**src/hw/cswt_pkg.sv**
```systemverilog
// Constants and types shared by the cyclic sense / cyclic wake timer block.
// Assumes a 100 MHz system clock; only the filter time is converted to cycles here, periods and on-times in cswt_timer.
`default_nettype none

package cswt_pkg;

    // ==========================================================
    // Clock
    localparam int CLK_MHZ = 100;

    // ==========================================================
    // Device modes as seen from the mode controller
    typedef enum logic [2:0] {
        CSWT_MODE_INIT,
        CSWT_MODE_NORMAL,
        CSWT_MODE_STOP,
        CSWT_MODE_SLEEP,
        CSWT_MODE_RESTART,
        CSWT_MODE_FAILSAFE
    } cswt_mode_t;

    // ==========================================================
    // Period codes: 10/20/50/100/200 ms, 1 s, 2 s
    localparam int PER_W = 3;
    localparam int PER_MS_10 = 10;
    localparam int PER_MS_20 = 20;
    localparam int PER_MS_50 = 50;
    localparam int PER_MS_100 = 100;
    localparam int PER_MS_200 = 200;
    localparam int PER_MS_1000 = 1000;
    localparam int PER_MS_2000 = 2000;

    // ==========================================================
    // On-time codes: 0.1/0.3/1/10/20 ms, off-low, off-high
    localparam int ON_W = 3;
    localparam logic [ON_W-1:0] ON_OFF_LOW = 3'h0;
    localparam logic [ON_W-1:0] ON_US_100_C = 3'h1;
    localparam logic [ON_W-1:0] ON_US_300_C = 3'h2;
    localparam logic [ON_W-1:0] ON_US_1000_C = 3'h3;
    localparam logic [ON_W-1:0] ON_US_10000_C = 3'h4;
    localparam logic [ON_W-1:0] ON_US_20000_C = 3'h5;
    localparam logic [ON_W-1:0] ON_OFF_HIGH = 3'h6;
    localparam int ON_US_100 = 100;
    localparam int ON_US_300 = 300;
    localparam int ON_US_1000 = 1000;
    localparam int ON_US_10000 = 10000;
    localparam int ON_US_20000 = 20000;

    // ==========================================================
    // Settling filter after on-time, 16 us
    localparam int FILT_US = 16;
    localparam int FILT_CYC = FILT_US * CLK_MHZ;

    // Counter width for the longest period (2 s = 200e6 cycles)
    localparam int CNT_W = 28;
    localparam int NUM_WK = 3;
    localparam int NUM_HS = 4;
    localparam int NUM_TMR = 2;

    // Map-field encoding: 0 = none, 1 = timer 1, 2 = timer 2
    localparam logic [1:0] MAP_NONE = 2'h0;
    localparam logic [1:0] MAP_T1 = 2'h1;
    localparam logic [1:0] MAP_T2 = 2'h2;

endpackage : cswt_pkg

`default_nettype wire

```
**src/hw/cswt_timer.sv**
```systemverilog
// One internal wake timer: period counter with an on-time window.
// Assumes the period/on-time codes are held stable by the caller between writes.
`default_nettype none

module cswt_timer
    import cswt_pkg::*;
#(
    parameter int PERIOD_SCALE = 1000 * 1000 * CLK_MHZ,
    parameter int ON_SCALE = CLK_MHZ
) (
    // Clock and reset
    input wire logic i_clk,
    input wire logic i_rst,
    // Configuration
    input wire logic [cswt_pkg::PER_W-1:0] i_period,
    input wire logic [cswt_pkg::ON_W-1:0] i_on_time,
    // Status
    output logic o_running,
    output logic o_on,
    output logic o_on_start,
    output logic o_on_end,
    output logic o_first
);
    import cswt_pkg::*;

    logic [CNT_W-1:0] cnt_reg;
    logic run_reg;
    logic first_reg;
    logic [CNT_W-1:0] per_cyc;
    logic [CNT_W-1:0] on_cyc;
    logic on_active;

    // Period lookup in cycles; scale split first so 2 s stays inside int range
    // seven period codes
    function automatic logic [CNT_W-1:0] per_to_cyc(input logic [PER_W-1:0] code);
        int ms;
        ms = PER_MS_10;
        unique case (code)
            3'h0: ms = PER_MS_10;
            3'h1: ms = PER_MS_20;
            3'h2: ms = PER_MS_50;
            3'h3: ms = PER_MS_100;
            3'h4: ms = PER_MS_200;
            3'h5: ms = PER_MS_1000;
            default: ms = PER_MS_2000;
        endcase
        return CNT_W'(ms * (PERIOD_SCALE / 1000));
    endfunction

    // On-time lookup in cycles; off codes give zero
    // five on-times, two off
    function automatic logic [CNT_W-1:0] on_to_cyc(input logic [ON_W-1:0] code);
        int us;
        us = 0;
        unique case (code)
            ON_US_100_C: us = ON_US_100;
            ON_US_300_C: us = ON_US_300;
            ON_US_1000_C: us = ON_US_1000;
            ON_US_10000_C: us = ON_US_10000;
            ON_US_20000_C: us = ON_US_20000;
            default: us = 0;
        endcase
        return CNT_W'(us * ON_SCALE);
    endfunction

    assign per_cyc = per_to_cyc(i_period);
    assign on_cyc = on_to_cyc(i_on_time);
    assign on_active = (on_cyc != '0);

    // Free-running period counter, restarted when the on-time is switched on
    always_ff @(posedge i_clk or posedge i_rst) begin
        if (i_rst) begin
            cnt_reg <= '0;
            run_reg <= 1'b0;
            first_reg <= 1'b0;
        end else begin
            run_reg <= on_active;
            if (!on_active) begin
                cnt_reg <= '0;
                first_reg <= 1'b0;
            end else if (!run_reg) begin
                cnt_reg <= '0;
                first_reg <= 1'b1;
            end else if (cnt_reg >= per_cyc - 1'b1) begin
                cnt_reg <= '0;
                first_reg <= 1'b0;
            end else begin
                cnt_reg <= cnt_reg + 1'b1;
            end
        end
    end

    assign o_running = run_reg;
    assign o_on = run_reg && (cnt_reg < on_cyc);
    assign o_on_start = run_reg && (cnt_reg == '0);
    assign o_on_end = run_reg && (cnt_reg == on_cyc);
    assign o_first = first_reg;

endmodule : cswt_timer

`default_nettype wire

```
**src/hw/cswt_wake_chan.sv**
```systemverilog
// One wake input channel: sample at on-time end, settle filter, compare.
// Assumes the pin input is already synchronised to i_clk.
`default_nettype none

module cswt_wake_chan
    import cswt_pkg::*;
#(
    parameter int FILT_CYCLES = cswt_pkg::FILT_CYC
) (
    // Clock and reset
    input wire logic i_clk,
    input wire logic i_rst,
    // Sense control
    input wire logic i_pin,
    input wire logic i_armed,
    input wire logic i_on_end,
    // Results
    output logic o_sample_vld,
    output logic o_level,
    output logic o_wake
);
    import cswt_pkg::*;

    logic [15:0] fcnt_reg;
    logic filt_reg;
    logic lvl_reg;
    logic ref_reg;
    logic ref_vld_reg;
    logic done;

    assign done = filt_reg && (fcnt_reg == 16'(FILT_CYCLES - 1));

    // Filter window opened at on-time end
    always_ff @(posedge i_clk or posedge i_rst) begin
        if (i_rst) begin
            fcnt_reg <= '0;
            filt_reg <= 1'b0;
            lvl_reg <= 1'b0;
        end else if (!i_armed) begin
            filt_reg <= 1'b0;
            fcnt_reg <= '0;
        end else if (i_on_end) begin
            filt_reg <= 1'b1;
            fcnt_reg <= '0;
            lvl_reg <= i_pin;
        end else if (filt_reg) begin
            if (i_pin != lvl_reg || done) begin
                filt_reg <= 1'b0;
            end
            fcnt_reg <= fcnt_reg + 16'h1;
        end
    end

    // Reference from previous cycle
    always_ff @(posedge i_clk or posedge i_rst) begin
        if (i_rst) begin
            ref_reg <= 1'b0;
            ref_vld_reg <= 1'b0;
        end else if (!i_armed) begin
            ref_vld_reg <= 1'b0;
        end else if (done && i_pin == lvl_reg) begin
            ref_reg <= lvl_reg;
            ref_vld_reg <= 1'b1;
        end
    end

    assign o_sample_vld = done && (i_pin == lvl_reg);
    assign o_level = lvl_reg;
    assign o_wake = o_sample_vld && ref_vld_reg && (lvl_reg != ref_reg);

endmodule : cswt_wake_chan

`default_nettype wire

```
**src/hw/cswt_top.sv**
```systemverilog
// Cyclic sense and cyclic wake timers: two timers, four high-side outputs,
// three sensed wake inputs. Mode, faults and configuration come as ports from
// the surrounding device; the mode controller acts on the wake request.
`default_nettype none

module cswt_top
    import cswt_pkg::*;
#(
    parameter int PERIOD_SCALE = 1000 * 1000 * cswt_pkg::CLK_MHZ,
    parameter int ON_SCALE = cswt_pkg::CLK_MHZ,
    parameter int FILT_CYCLES = cswt_pkg::FILT_CYC
) (
    // Clock and reset
    input wire logic i_clk,
    input wire logic i_rst,
    // Device mode and driver faults
    input wire cswt_pkg::cswt_mode_t i_mode,
    input wire logic [cswt_pkg::NUM_HS-1:0] i_hs_fault,
    // Timer configuration
    input wire logic [cswt_pkg::PER_W-1:0] i_first_timer_period,
    input wire logic [cswt_pkg::ON_W-1:0] i_first_timer_on,
    input wire logic [cswt_pkg::PER_W-1:0] i_second_timer_period,
    input wire logic [cswt_pkg::ON_W-1:0] i_second_timer_on,
    input wire logic [1:0] i_timer_wake_en,
    // Driver mapping, two bits per driver
    input wire logic [2*cswt_pkg::NUM_HS-1:0] i_high_side_map,
    // Wake input configuration: sensing timer select per pin
    input wire logic [2*cswt_pkg::NUM_WK-1:0] i_wake_sense_sel,
    // Flag clear strobe from the controller
    input wire logic [cswt_pkg::NUM_WK-1:0] i_wake_flag_clr,
    input wire logic [1:0] i_timer_flag_clr,
    // Wake pins
    input wire logic [cswt_pkg::NUM_WK-1:0] i_wake_input_pin,
    // Outputs
    output logic [cswt_pkg::NUM_HS-1:0] o_high_side_driver,
    output logic [cswt_pkg::NUM_WK-1:0] o_wake_flags,
    output logic [1:0] o_timer_flags,
    output logic [cswt_pkg::NUM_WK-1:0] o_wake_level_status,
    output logic [cswt_pkg::NUM_WK-1:0] o_static_sense,
    output logic o_int_req,
    output logic o_wake_req,
    output logic o_spi_fail
);
    import cswt_pkg::*;

    // ==========================================================
    // Pin synchronisers
    logic [NUM_WK-1:0] pin_s1_reg;
    logic [NUM_WK-1:0] pin_s2_reg;

    always_ff @(posedge i_clk or posedge i_rst) begin
        if (i_rst) begin
            pin_s1_reg <= '0;
            pin_s2_reg <= '0;
        end else begin
            pin_s1_reg <= i_wake_input_pin;
            pin_s2_reg <= pin_s1_reg;
        end
    end

    // ==========================================================
    // Timers
    logic [NUM_TMR-1:0] t_run;
    logic [NUM_TMR-1:0] t_on;
    logic [NUM_TMR-1:0] t_start;
    logic [NUM_TMR-1:0] t_end;
    logic [NUM_TMR-1:0] t_first;
    logic [ON_W-1:0] on_code [NUM_TMR];
    logic [PER_W-1:0] per_code [NUM_TMR];

    assign on_code[0] = i_first_timer_on;
    assign on_code[1] = i_second_timer_on;
    assign per_code[0] = i_first_timer_period;
    assign per_code[1] = i_second_timer_period;

    // Timers ignore driver faults, so they keep counting
    // timers unaffected by faults
    for (genvar t = 0; t < NUM_TMR; t++) begin : g_tmr
        cswt_timer #(
            .PERIOD_SCALE(PERIOD_SCALE),
            .ON_SCALE(ON_SCALE)
        ) u_tmr (
            .i_clk(i_clk),
            .i_rst(i_rst),
            .i_period(per_code[t]),
            .i_on_time(on_code[t]),
            .o_running(t_run[t]),
            .o_on(t_on[t]),
            .o_on_start(t_start[t]),
            .o_on_end(t_end[t]),
            .o_first(t_first[t])
        );
    end

    // Timer index from a map/select field; none gives no timer
    function automatic logic sel_hit(input logic [1:0] f, output logic idx);
        idx = (f == MAP_T2);
        return (f == MAP_T1) || (f == MAP_T2);
    endfunction

    // Period in microseconds, for the on-time sanity check
    function automatic int per_us(input logic [PER_W-1:0] c);
        unique case (c)
            3'h0: per_us = PER_MS_10 * 1000;
            3'h1: per_us = PER_MS_20 * 1000;
            3'h2: per_us = PER_MS_50 * 1000;
            3'h3: per_us = PER_MS_100 * 1000;
            3'h4: per_us = PER_MS_200 * 1000;
            3'h5: per_us = PER_MS_1000 * 1000;
            default: per_us = PER_MS_2000 * 1000;
        endcase
    endfunction

    function automatic int on_us(input logic [ON_W-1:0] c);
        unique case (c)
            ON_US_100_C: on_us = ON_US_100;
            ON_US_300_C: on_us = ON_US_300;
            ON_US_1000_C: on_us = ON_US_1000;
            ON_US_10000_C: on_us = ON_US_10000;
            ON_US_20000_C: on_us = ON_US_20000;
            default: on_us = 0;
        endcase
    endfunction

    // ==========================================================
    // High-side drivers
    logic fail_safe;
    logic fault_mode;
    logic [NUM_HS-1:0] hs_kill_reg;

    assign fail_safe = (i_mode == CSWT_MODE_FAILSAFE);
    assign fault_mode = (i_mode == CSWT_MODE_NORMAL) || (i_mode == CSWT_MODE_STOP) ||
                        (i_mode == CSWT_MODE_SLEEP);

    // Latched fault shutdown; a driver stays off until its map is cleared
    always_ff @(posedge i_clk or posedge i_rst) begin
        if (i_rst) begin
            hs_kill_reg <= '0;
        end else begin
            for (int h = 0; h < NUM_HS; h++) begin
                if (fault_mode && i_hs_fault[h]) begin
                    hs_kill_reg[h] <= 1'b1;
                end else if (i_high_side_map[2*h +: 2] == MAP_NONE) begin
                    hs_kill_reg[h] <= 1'b0;
                end
            end
        end
    end

    // Driver follows its timer's on-time; off codes set the idle level
    always_ff @(posedge i_clk or posedge i_rst) begin
        logic hit;
        logic idx;
        if (i_rst) begin
            o_high_side_driver <= '0;
        end else begin
            for (int h = 0; h < NUM_HS; h++) begin
                hit = sel_hit(i_high_side_map[2*h +: 2], idx);
                if (fail_safe || hs_kill_reg[h] || !hit) begin
                    o_high_side_driver[h] <= 1'b0;
                end else if (t_run[idx]) begin
                    o_high_side_driver[h] <= t_on[idx];
                end else begin
                    o_high_side_driver[h] <= (on_code[idx] == ON_OFF_HIGH);
                end
            end
        end
    end

    // ==========================================================
    // Wake channels
    logic [NUM_WK-1:0] ch_armed;
    logic [NUM_WK-1:0] ch_end;
    logic [NUM_WK-1:0] ch_vld;
    logic [NUM_WK-1:0] ch_lvl;
    logic [NUM_WK-1:0] ch_wake;

    always_comb begin
        logic idx;
        logic hit;
        idx = 1'b0;
        hit = 1'b0;
        for (int w = 0; w < NUM_WK; w++) begin
            hit = sel_hit(i_wake_sense_sel[2*w +: 2], idx);
            ch_armed[w] = hit && t_run[idx] && !fail_safe;
            ch_end[w] = hit && t_end[idx];
        end
    end

    for (genvar w = 0; w < NUM_WK; w++) begin : g_wk
        cswt_wake_chan #(
            .FILT_CYCLES(FILT_CYCLES)
        ) u_ch (
            .i_clk(i_clk),
            .i_rst(i_rst),
            .i_pin(pin_s2_reg[w]),
            .i_armed(ch_armed[w]),
            .i_on_end(ch_end[w]),
            .o_sample_vld(ch_vld[w]),
            .o_level(ch_lvl[w]),
            .o_wake(ch_wake[w])
        );
    end

    // Static sense flag: input not under cyclic sensing or in fail-safe
    always_ff @(posedge i_clk or posedge i_rst) begin
        if (i_rst) begin
            o_static_sense <= '1;
        end else begin
            o_static_sense <= ~ch_armed;
        end
    end

    // Level status: sampled levels while sensing, live pin otherwise
    always_ff @(posedge i_clk or posedge i_rst) begin
        if (i_rst) begin
            o_wake_level_status <= '0;
        end else begin
            for (int w = 0; w < NUM_WK; w++) begin
                if (ch_armed[w]) begin
                    if (ch_vld[w]) begin
                        o_wake_level_status[w] <= ch_lvl[w];
                    end
                end else begin
                    o_wake_level_status[w] <= pin_s2_reg[w];
                end
            end
        end
    end

    // ==========================================================
    // Wake flags; a new event beats a clear in the same cycle
    always_ff @(posedge i_clk or posedge i_rst) begin
        if (i_rst) begin
            o_wake_flags <= '0;
        end else begin
            o_wake_flags <= ch_wake | (o_wake_flags & ~i_wake_flag_clr);
        end
    end

    // Cyclic wake timer events
    logic [1:0] tmr_evt;
    assign tmr_evt = i_timer_wake_en & t_start & ~t_first;

    always_ff @(posedge i_clk or posedge i_rst) begin
        if (i_rst) begin
            o_timer_flags <= '0;
        end else begin
            o_timer_flags <= tmr_evt | (o_timer_flags & ~i_timer_flag_clr);
        end
    end

    // ==========================================================
    // Interrupt and wake requests to the mode controller
    // mode in, requests out
    logic awake_mode;
    logic sleep_mode;
    assign awake_mode = (i_mode == CSWT_MODE_NORMAL) || (i_mode == CSWT_MODE_STOP);
    assign sleep_mode = (i_mode == CSWT_MODE_SLEEP);

    // One-cycle pulses
    always_ff @(posedge i_clk or posedge i_rst) begin
        if (i_rst) begin
            o_int_req <= 1'b0;
        end else begin
            o_int_req <= awake_mode && ((|ch_wake) || (|tmr_evt));
        end
    end

    // Level request held while in Sleep with any wake flag pending, so a flag
    // left uncleared at Sleep entry wakes the device at once.
    always_ff @(posedge i_clk or posedge i_rst) begin
        if (i_rst) begin
            o_wake_req <= 1'b0;
        end else begin
            o_wake_req <= sleep_mode && ((|ch_wake) || (|o_wake_flags));
        end
    end

    // On-time longer than period is a configuration failure
    always_ff @(posedge i_clk or posedge i_rst) begin
        if (i_rst) begin
            o_spi_fail <= 1'b0;
        end else begin
            o_spi_fail <= (on_us(on_code[0]) > per_us(per_code[0])) ||
                          (on_us(on_code[1]) > per_us(per_code[1]));
        end
    end

endmodule : cswt_top

`default_nettype wire

```
**config.mk**
```make
export PLATFORM = sky130hd
export DESIGN_NAME = cswt_top
export DESIGN_NICKNAME = d
export VERILOG_FILES = /design/src/hw/cswt_pkg.sv /design/src/hw/cswt_timer.sv /design/src/hw/cswt_wake_chan.sv /design/src/hw/cswt_top.sv
export SDC_FILE = /design/constraint.sdc
export NUM_CORES = 1
export LEC_CHECK = 0
export BUFFER_PORTS_ARGS = -buffer_cell sky130_fd_sc_hd__buf_2
export CAP_MARGIN = 15
export CORE_UTILIZATION = 50
export CTS_CLUSTER_DIAMETER = 40
export DETAILED_ROUTE_END_ITERATION = 7
export HOLD_SLACK_MARGIN = 0.1
export PLACE_DENSITY_LB_ADDON = 0.08
export SYNTH_ARGS = -nofsm -noshare
export SYNTH_HDL_FRONTEND = slang
export SYNTH_SLANG_ARGS = --single-unit
```
**constraint.sdc**
```tcl
create_clock -name i_clk -period 4.4 [get_ports i_clk]
set_clock_uncertainty 0.05 [all_clocks]
set_input_delay 0.44 -clock i_clk [delete_from_list [all_inputs] [get_ports i_clk]]
set_output_delay 0.44 -clock i_clk [all_outputs]
set_load 0.005 [all_outputs]
```
==> reports/results.txt, run 1 <==
Gate count of the mapped netlist: 1769
Startpoint types: input port
IO Pins: 63
Max transition margin: 0.251
Met1 Track Usage GR: 0.360
# setup viols final: 116
Reg clk slew, reported paths: 0.06 ns
Clock Tree Buf Depth: 2
Number of synthesized register bits: 148
Crit path buf inv count: 3
Max frequency: 0.197 GHz
Min cycle time layout: 5.08 ns
Async set-reset flop share out of synthesis: 1.00
Reg2reg end: o_int_req
Vias in the first global route: 14900
Final GP Congestion: 0.898
Final hold vios: 0
Grt total ovfl: 0
Cell variety after synth: 76
Die Wd: 178 µm
Yosys warns: 0
Slowest Stage Delay on Critical Path: 0.52 ns
Slew @ Worst Pin: 1.11 ns
Worst setup path start: i_first_timer_period[0]
CP dominant cell by count: ha_4
Most frequent cell after synthesis: ha_1
Tot GR Track Use: 0.284
Static Leak: 0.0107 µW
Worst path depth: 27
Synth area leader: dfrtp_1
CP max-delay cell: fa_2
NumNets Final: 2538
DRC: 0
Final ANT Viol Nets: 0
Post-route non-filler standard cell count: 2585
Syn_area_per_cell: 8.76 µm²
Placed insts: 2483
CP delay by family, top: adder cells
PortBufs: 62
HPWL Detailed: 33.3 mm
CTS tree: yes
Clock sink count: 148
Clock root buffer: clkbuf_16
# diodes: 0
Register area share after synthesis: 0.239
Worst Hold Class: input port to flip-flop
Final Slew Violations: 0
Area Overhead vs Synth: 41.6%
Peak VDD IR: 0.323 mV
GRT met3 Usage: 0.0418
GR Layer Usage met2: 0.496
Initial antenna violation count: 0
Failing checks: setup timing
Data arrival time of the critical path: 5.36 ns
Final Cycle Share: 1.15
Top cells by count, synth: ha_1, nor2_1, dfrtp_1
R2R depth: 4
RR Startpoint: g_tmr[0].u_tmr.cnt_reg[14]
Setup ws final: -0.679 ns
Skew-Pair Late Insertion Delay: 0.42 ns
Hold path depth: 2
Critical path class: input port to flip-flop
Cell area after synthesis: 15500 µm²
Pwr/cell area: 334 nW/µm²
Detailed Routing Iterations Pass 1: 6
H-tree levels: 4
CP Capture Type: flip-flop
Top FF cell, synth: dfrtp_1
Outcome: finished with violations
Dominant cells by area after synthesis: dfrtp_1, ha_1, xnor2_1
Vias/cell: 5.63
CP max FO: 5
Max FFs per register: 56
Area share of the largest cell type after synthesis: 0.234
Layout cells sized above 1: 0.347
RSZ-0062 raised after global routing: yes
Die area: 31700 µm²
Drt total wl: 44.2 mm
First-pass GRT wire length: 72.2 mm
CP required: 4.68 ns
CTS Buf Count: 17
Max Cap Viol: 0
# fillers: 2284
Die Span Y: 178 µm
Routed length per placed instance: 17.1 µm
Post-synth EDFFs: 0
Initial Utilization: 0.508
Setup TNS: -59.10 ns
Rows: 64
Grt peak-use layer: met2
DRT iter0 DRCs: 775
Reg2Reg Setup Slack: 1.50 ns
Largest net degree at the start of global routing: 149
Total core area: 30500 µm²
Routed vias: 14600
Critical Path Sink: g_tmr[0].u_tmr.cnt_reg[23]
-- how the worst min path moves through the flow --
stage	startpoint	endpoint	slack (ns)
5_1_grt	i_wake_flag_clr[2]	o_wake_flags[2]	0.13
3_5_place_dp	pin_s1_reg[2]	pin_s2_reg[2]	0.29
6_report	i_wake_flag_clr[2]	o_wake_flags[2]	0.14
2_1_floorplan	pin_s1_reg[0]	pin_s2_reg[0]	0.28
3_3_place_gp	pin_s1_reg[2]	pin_s2_reg[2]	0.28
4_1_cts	i_wake_flag_clr[2]	o_wake_flags[2]	0.13
-- cells by family (layout without fill, tap and decap cells) --
logic type      count (synthesis)  in the layout  share of synthesized area
xor+xnor                      163            163                     0.0921
simple gates                  649            652                      0.217
fa+ha+maj                     316            316                      0.268
other cells                     1              4                   0.000242
flops                         148            148                      0.239
mux                            18             18                     0.0122
buf+inv                       183            597                     0.0459
compound gates                291            291                      0.126
-- per-stage QoR --
stage	hold slack (ns)	setup WS [ns]	total power, µW	cell area [µm²]	utilization
5_1_grt	0.133	-0.857	7820	22000	0.720
2_1_floorplan	0.281	-0.879	3810	16700	-
3_3_place_gp	0.283	-1.23	4930	19500	0.640
4_1_cts	0.127	-0.677	7120	21400	0.703
6_report	0.138	-0.679	7320	22000	0.720
3_5_place_dp	0.292	-1.31	5040	19500	0.640
-- layout make-up --
class | instances | area, µm² | share of cell area
Clock buffer | 22 | 474 | 0.0216
Tap cell | 396 | 495 | 0.0226
Sequential cell | 148 | 3710 | 0.169
Multi-Input combinational cell | 1444 | 13100 | 0.597
Clock inverter | 9 | 175 | 0.00798
Timing Repair Buffer | 426 | 3420 | 0.156
Inverter | 140 | 573 | 0.0261
-- routing by layer --
metal | vias to the layer above | wire [µm]
met5 | - | 0
met2 | 321 | 21900
li1 | 7128 | -
met4 | 0 | 1100
met3 | 84 | 1710
met1 | 7029 | 19400
-- what timing repair did --
action / 4_1_cts / 5_1_grt
pin swaps: 77 / 57
endpoints found under the setup margin: 116 / 116
cloned: 6 / 0
hold buffers: 3 / 0
hold endpoints to repair: 3 / 0
buffers inserted: 53 / 17
gates resized for setup: 152 / 89
-- cells in the final DEF (no fill, tap or decap), types with 23 or more instances in the layout --
cell type	count
nor3_1	28
buf_2	52
nand4_1	43
nor4_1	23
dfrtp_1	145
ha_4	53
nand2_1	109
inv_1	110
buf_4	322
a21o_1	49
xnor2_1	78
nand2b_1	26
nand3_1	58
ha_1	234
buf_6	28
xor2_1	76
o21ai_0	40
a21oi_1	51
o21a_1	27
nor2_1	128
-- report_power, final --
group,switching [µW],internal [µW],total [µW]
combinational,1950,2060,4010
clock,549,1050,1600
sequential,214,1500,1720
total,2710,4610,7320
(Power assumes the default switching activity.)
==> inputs of run 2 (changes only) <==
--- a/config.mk
+++ b/config.mk
@@ -11,7 +11,8 @@
 export CTS_CLUSTER_DIAMETER = 40
 export DETAILED_ROUTE_END_ITERATION = 7
 export HOLD_SLACK_MARGIN = 0.1
-export PLACE_DENSITY_LB_ADDON = 0.08
+export PLACE_DENSITY_LB_ADDON = 0.1
+export SLEW_MARGIN = 20
 export SYNTH_ARGS = -nofsm -noshare
 export SYNTH_HDL_FRONTEND = slang
 export SYNTH_SLANG_ARGS = --single-unit
==> constraint.sdc (replaced) <==
create_clock -name i_clk -period 4.2 [get_ports i_clk]
set_clock_uncertainty 0.05 [all_clocks]
set_input_delay 0.42 -clock i_clk [delete_from_list [all_inputs] [get_ports i_clk]]
set_output_delay 0.42 -clock i_clk [all_outputs]
set_load 0.005 [all_outputs]
==> reports/results.txt, run 2 (synthesized netlist as in run 1, its figures left out) <==
Final Slew Violations: 0
# fillers: 2201
Max transition margin: 0.408
Grt total ovfl: 0
Rows: 64
Commonest non-fill, non-tap cells in the layout: buf_4, ha_1, dfrtp_1, nor2_1
Largest net degree at the start of global routing: 110
Total core area: 30500 µm²
Placed cell area: 19500 µm²
NumNets Final: 2514
CP required: 4.48 ns
Slew @ Worst Pin: 0.880 ns
RSZ-0062 raised after global routing: yes
Clock root buffer: clkbuf_16
Pwr/cell area: 341 nW/µm²
Layout cells sized above 1: 0.356
CP max FO: 6
Post-route cell area: 22200 µm²
Startpoint types: input port
Detailed Routing Iterations Pass 1: 5
Initial Utilization: 0.508
Data arrival time of the critical path: 5.29 ns
Drt total wl: 43.8 mm
Routed length per placed instance: 17.1 µm
Die area: 31700 µm²
Final hold vios: 0
Max FFs per register: 56
Critical path class: input port to flip-flop
PortBufs: 62
Skew-Pair Late Insertion Delay: 0.42 ns
Final GP Congestion: 0.870
RR Startpoint: g_tmr[1].u_tmr.cnt_reg[26]
Final Cycle Share: 1.19
Setup TNS: -70.56 ns
Reg clk slew, reported paths: 0.06 ns
Clock sink count: 148
Vias in the first global route: 14300
Final ANT Viol Nets: 0
H-tree levels: 4
Clock Tree Buf Depth: 2
Tot GR Track Use: 0.272
Max Cap Viol: 0
Routed vias: 14400
Most common cell after layout, fill and taps aside: buf_4
Max frequency: 0.199 GHz
Vias/cell: 5.61
# setup viols final: 116
Setup ws final: -0.813 ns
CTS Buf Count: 17
Worst Hold Class: input port to async pin
HPWL Detailed: 32.8 mm
Initial antenna violation count: 0
Failing checks: setup timing
DRT iter0 DRCs: 686
Area Overhead vs Synth: 42.9%
IO Pins: 63
Die Span Y: 178 µm
Die Wd: 178 µm
Worst setup path start: i_first_timer_period[1]
CTS tree: yes
Static Leak: 0.0106 µW
# diodes: 0
Min cycle time layout: 5.01 ns
First-pass GRT wire length: 69.5 mm
CP Capture Type: flip-flop
Peak VDD IR: 0.296 mV
Outcome: finished with violations
DRC: 0
==> run 2: cell count changes in the layout (fill, tap and decap cells not counted), sizes merged <==
cell	before	now
clkinvlp	4	6
bufinv	5	3
clkinv	5	9
buf	422	398
nor2	159	156
==> run 2: repair_timing <==
item,in CTS,in global routing
pin swaps,61,103
gates cloned,6,1
resized for setup,141,151
setup endpoints to repair,116,116
endpoints found under the hold margin,3,0
setup buffers,20,20
hold buffers,3,0
==> run 2: worst max-delay path, cell delays in order <==
cell and delay, ns:
buf_4 0.15, inv_4 0.09, nor2_4 0.05, or3_4 0.40
ha_4 0.24, ha_4 0.16, fa_1 0.57, fa_2 0.47
ha_4 0.18, ha_4 0.16, a21oi_2 0.13, nor2_1 0.05
o21a_1 0.16, o21a_1 0.16, o21ai_1 0.12, nand2b_1 0.10
xnor2_1 0.14, ha_1 0.30, a21o_1 0.16, a21o_1 0.16
a21oi_2 0.15, nand3_1 0.10, a21oi_2 0.19, nor2_4 0.11
clkbuf_16 0.19, nor4b_4 0.19
==> run 2: metal layers <==
layer	up-vias	global-route usage	wire length, µm
met1	6947	0.357	19800
met3	67	0.0288	1440
met4	0	0.0691	878
met5	-	0	0
met2	278	0.474	21700
li1	7079	-	-
==> run 2: final timing paths <==
path,to,cells past startpoint,slack (ns)
worst max register to register,o_int_req,5,1.29
min in group i_clk,o_wake_flags[2],2,0.12
worst min-delay path,g_wk[1].u_ch.fcnt_reg[5],2,0.11
worst max-delay path,g_tmr[0].u_tmr.cnt_reg[23],26,-0.81
max in group asynchronous,g_tmr[0].u_tmr.cnt_reg[25],3,2.96
worst min register to register,pin_s2_reg[2],0,0.30
==> run 2: final cells by class <==
cell class | count | area [µm²] | share of cell area
Timing Repair Buffer | 405 | 3270 | 0.148
Clock buffer | 19 | 453 | 0.0204
Sequential cell | 148 | 3710 | 0.167
Clock inverter | 13 | 158 | 0.00712
Tap cell | 396 | 495 | 0.0224
Inverter | 140 | 576 | 0.0260
Multi-Input combinational cell | 1441 | 13500 | 0.609
==> run 2: stage by stage <==
stage                util  instances  setup slack, ns  power [µW]  hold slack [ns]
global placement    0.640       2487            -1.31        5110            0.291
finish              0.726       2562           -0.813        7550            0.113
detailed placement  0.640       2487            -1.50        5210            0.286
floorplan               -       1772            -1.06        3990            0.281
CTS                 0.693       2546           -0.816        7120            0.114
global route        0.726       2562            -1.02        8060            0.127
==> run 2: power breakdown <==
part / leakage (µW) / switching [µW] / internal [µW] / total, µW
Combinational: 0.00832 / 2040 / 2150 / 4180
Clock: 0.000291 / 607 / 962 / 1570
Sequential: 0.00198 / 228 / 1570 / 1800
==> inputs of run 3 (changes only) <==
--- a/config.mk
+++ b/config.mk
@@ -5,6 +5,7 @@
 export SDC_FILE = /design/constraint.sdc
 export NUM_CORES = 1
 export LEC_CHECK = 0
+export ABC_AREA = 1
 export BUFFER_PORTS_ARGS = -buffer_cell sky130_fd_sc_hd__buf_2
 export CAP_MARGIN = 15
 export CORE_UTILIZATION = 50
@@ -12,6 +13,7 @@
 export DETAILED_ROUTE_END_ITERATION = 7
 export HOLD_SLACK_MARGIN = 0.1
 export PLACE_DENSITY_LB_ADDON = 0.1
+export SETUP_SLACK_MARGIN = 0.2
 export SLEW_MARGIN = 20
 export SYNTH_ARGS = -nofsm -noshare
 export SYNTH_HDL_FRONTEND = slang
==> reports/results.txt, run 3 <==
Final hold vios: 0
Failing checks: setup timing
Final ANT Viol Nets: 0
Layout cells sized above 1: 0.332
Setup ws final: -0.647 ns
Max FFs per register: 56
Die Wd: 182 µm
Rows: 65
First-pass GRT wire length: 77.9 mm
Outcome: finished with violations
HPWL Detailed: 35.0 mm
IO Pins: 63
Post-route non-filler standard cell count: 2996
Clock power share: 0.230
Routed length per placed instance: 15.8 µm
Slowest Stage Delay on Critical Path: 0.56 ns
Drt total wl: 47.3 mm
Reg clk slew, reported paths: 0.08 ns
Seq pwr share: 0.243
CP max-delay cell: fa_1
Final Slew Violations: 0
Switching share of total power: 0.395
Gate count of the mapped netlist: 2164
Async set-reset flop share out of synthesis: 1.00
# diodes: 0
Initial Utilization: 0.510
Detailed Routing Iterations Pass 1: 6
Max Cap Viol: 0
Pwr/cell area: 299 nW/µm²
R2R depth: 12
Syn_area_per_cell: 7.45 µm²
Comb power frac: 0.527
Skew-Pair Late Insertion Delay: 0.44 ns
Final Cycle Share: 1.15
Largest net degree at the start of global routing: 143
Synth area leader: dfrtp_1
Worst hold slack: 0.113 ns
Area Overhead vs Synth: 42.5%
Total core area: 31600 µm²
Internal power: 4150 µW
CP Capture Type: flip-flop
Register area share after synthesis: 0.230
Commonest non-fill, non-tap cells in the layout: nand2_1, buf_4, inv_1, ha_1, nor2_1
H-tree levels: 4
Post-synth EDFFs: 0
Final GP Congestion: 0.948
DRC: 0
DRT iter0 DRCs: 1100
Top FF cell, synth: dfrtp_1
Cell variety after synth: 56
CP max FO: 8
Reg2Reg Setup Slack: 1.61 ns
Switching power: 2710 µW
Tot GR Track Use: 0.290
Yosys warns: 0
Clock Tree Buf Depth: 2
Max transition margin: 0.406
Clock sink count: 148
Hold path depth: 2
Dominant cells by area after synthesis: dfrtp_1, ha_1, nand2_1
Top cells by count, synth: nand2_1, inv_1, ha_1
Data arrival time of the critical path: 5.18 ns
CP dominant cell by count: nand2_2
Clock root buffer: clkbuf_16
CTS tree: yes
Most frequent cell after synthesis: nand2_1
Number of synthesized register bits: 148
Initial antenna violation count: 0
Peak VDD IR: 0.304 mV
Startpoint types: input port
RSZ-0062 raised after global routing: yes
NumNets Final: 2942
Grt total ovfl: 0
Placed insts: 2896
CTS Buf Count: 17
Vias/cell: 5.34
Worst Hold Class: input port to flip-flop
# setup viols final: 112
Max frequency: 0.206 GHz
Most common cell after layout, fill and taps aside: nand2_1
Area share of the largest cell type after synthesis: 0.225
Die area: 33000 µm²
Vias in the first global route: 16100
PortBufs: 62
Routed vias: 16000
Die Span Y: 182 µm
Slew @ Worst Pin: 0.891 ns
Critical path class: input port to flip-flop
Static Leak: 0.0113 µW
Cell area after synthesis: 16100 µm²
Min cycle time layout: 4.85 ns
CP required: 4.53 ns
==> run 3: cell types whose count changed after synthesis, moves of 37 or more <==
cell,change
nand3_1,+44
nand2_1,+276
nor2_1,+125
xnor2_1,-37
inv_1,+182
a21o_1,-45
==> run 3: logic make-up (layout without fill, tap and decap cells) <==
group           after synthesis  count (layout)  share of synthesized area
buf+inv                     346             773                     0.0843
flops                       148             148                      0.230
xor+xnor                    140             140                     0.0761
other cells                   1               4                   0.000233
simple gates               1012            1012                      0.280
compound gates              201             201                     0.0723
fa+ha+maj                   316             316                      0.257
==> run 3: final timing paths <==
kind,to,startpoint
worst max-delay path,g_tmr[1].u_tmr.cnt_reg[6],i_second_timer_period[0]
worst min-delay path,o_wake_flags[2],i_wake_flag_clr[2]
worst max register to register,g_wk[2].u_ch.fcnt_reg[13],g_tmr[1].u_tmr.cnt_reg[11]
worst min register to register,pin_s2_reg[2],pin_s1_reg[2]
max in group asynchronous,o_spi_fail,i_rst
min in group asynchronous,g_wk[1].u_ch.fcnt_reg[1],i_rst
==> run 3: power groups by stage <==
stage,Clock [µW],Combinational [µW],Sequential [µW]
after floorplan,0,1980,1650
after global placement,0,2930,1680
after detailed placement,0,3010,1680
after CTS,1590,3370,1660
after global routing,1650,4020,1680
final,1580,3620,1670
==> run 3: final cells by class <==
| type | instances | area (µm²) |
|---|---|---|
| tap | 402 | 503 |
| clock buffer | 17 | 425 |
| fill | 2413 | 8660 |
| timing repair buffer | 415 | 3480 |
| inverter | 326 | 1310 |
| sequential | 148 | 3710 |
| clock inverter | 15 | 186 |
| multi-input combinational | 1673 | 13400 |
==> run 3: repair_timing <==
| item | CTS | global route |
|---|---|---|
| endpoints found under the setup margin | 116 | 116 |
| cloned | 8 | 0 |
| buffers inserted | 38 | 18 |
| hold endpoints to repair | 9 | 0 |
| hold buffers | 4 | 0 |
| pin swaps | 109 | 100 |
| resized for setup | 287 | 130 |
==> run 3: critical path, delay by kind of cell <==
kind | cells | cell delay, ns
adders and majority gates | 7 | 1.96
AOI/OAI and AO/OA | 4 | 0.58
and+or+nand+nor | 16 | 1.28
xor gates and xnor gates | 1 | 0.13
buffers and inverters | 6 | 0.78
==> run 3: per-stage QoR <==
step                      power [µW]  TNS, ns   util  setup WS [ns]  cell area (µm²)
after floorplan                 3630   -45.07      -         -0.772            17000
after global placement          4610   -99.74  0.627          -1.04            19800
after detailed placement        4690  -103.67  0.627          -1.14            19800
after CTS                       6620   -32.52  0.703         -0.574            22200
after global routing            7350   -62.62  0.726         -0.872            23000
final                           6860   -39.11  0.726         -0.647            23000
==> run 3: per-layer routing <==
layer,share of wire,track usage
met1,0.45,0.375
met2,0.49,0.512
met3,0.045,0.0357
met4,0.019,0.0688
met5,0,0
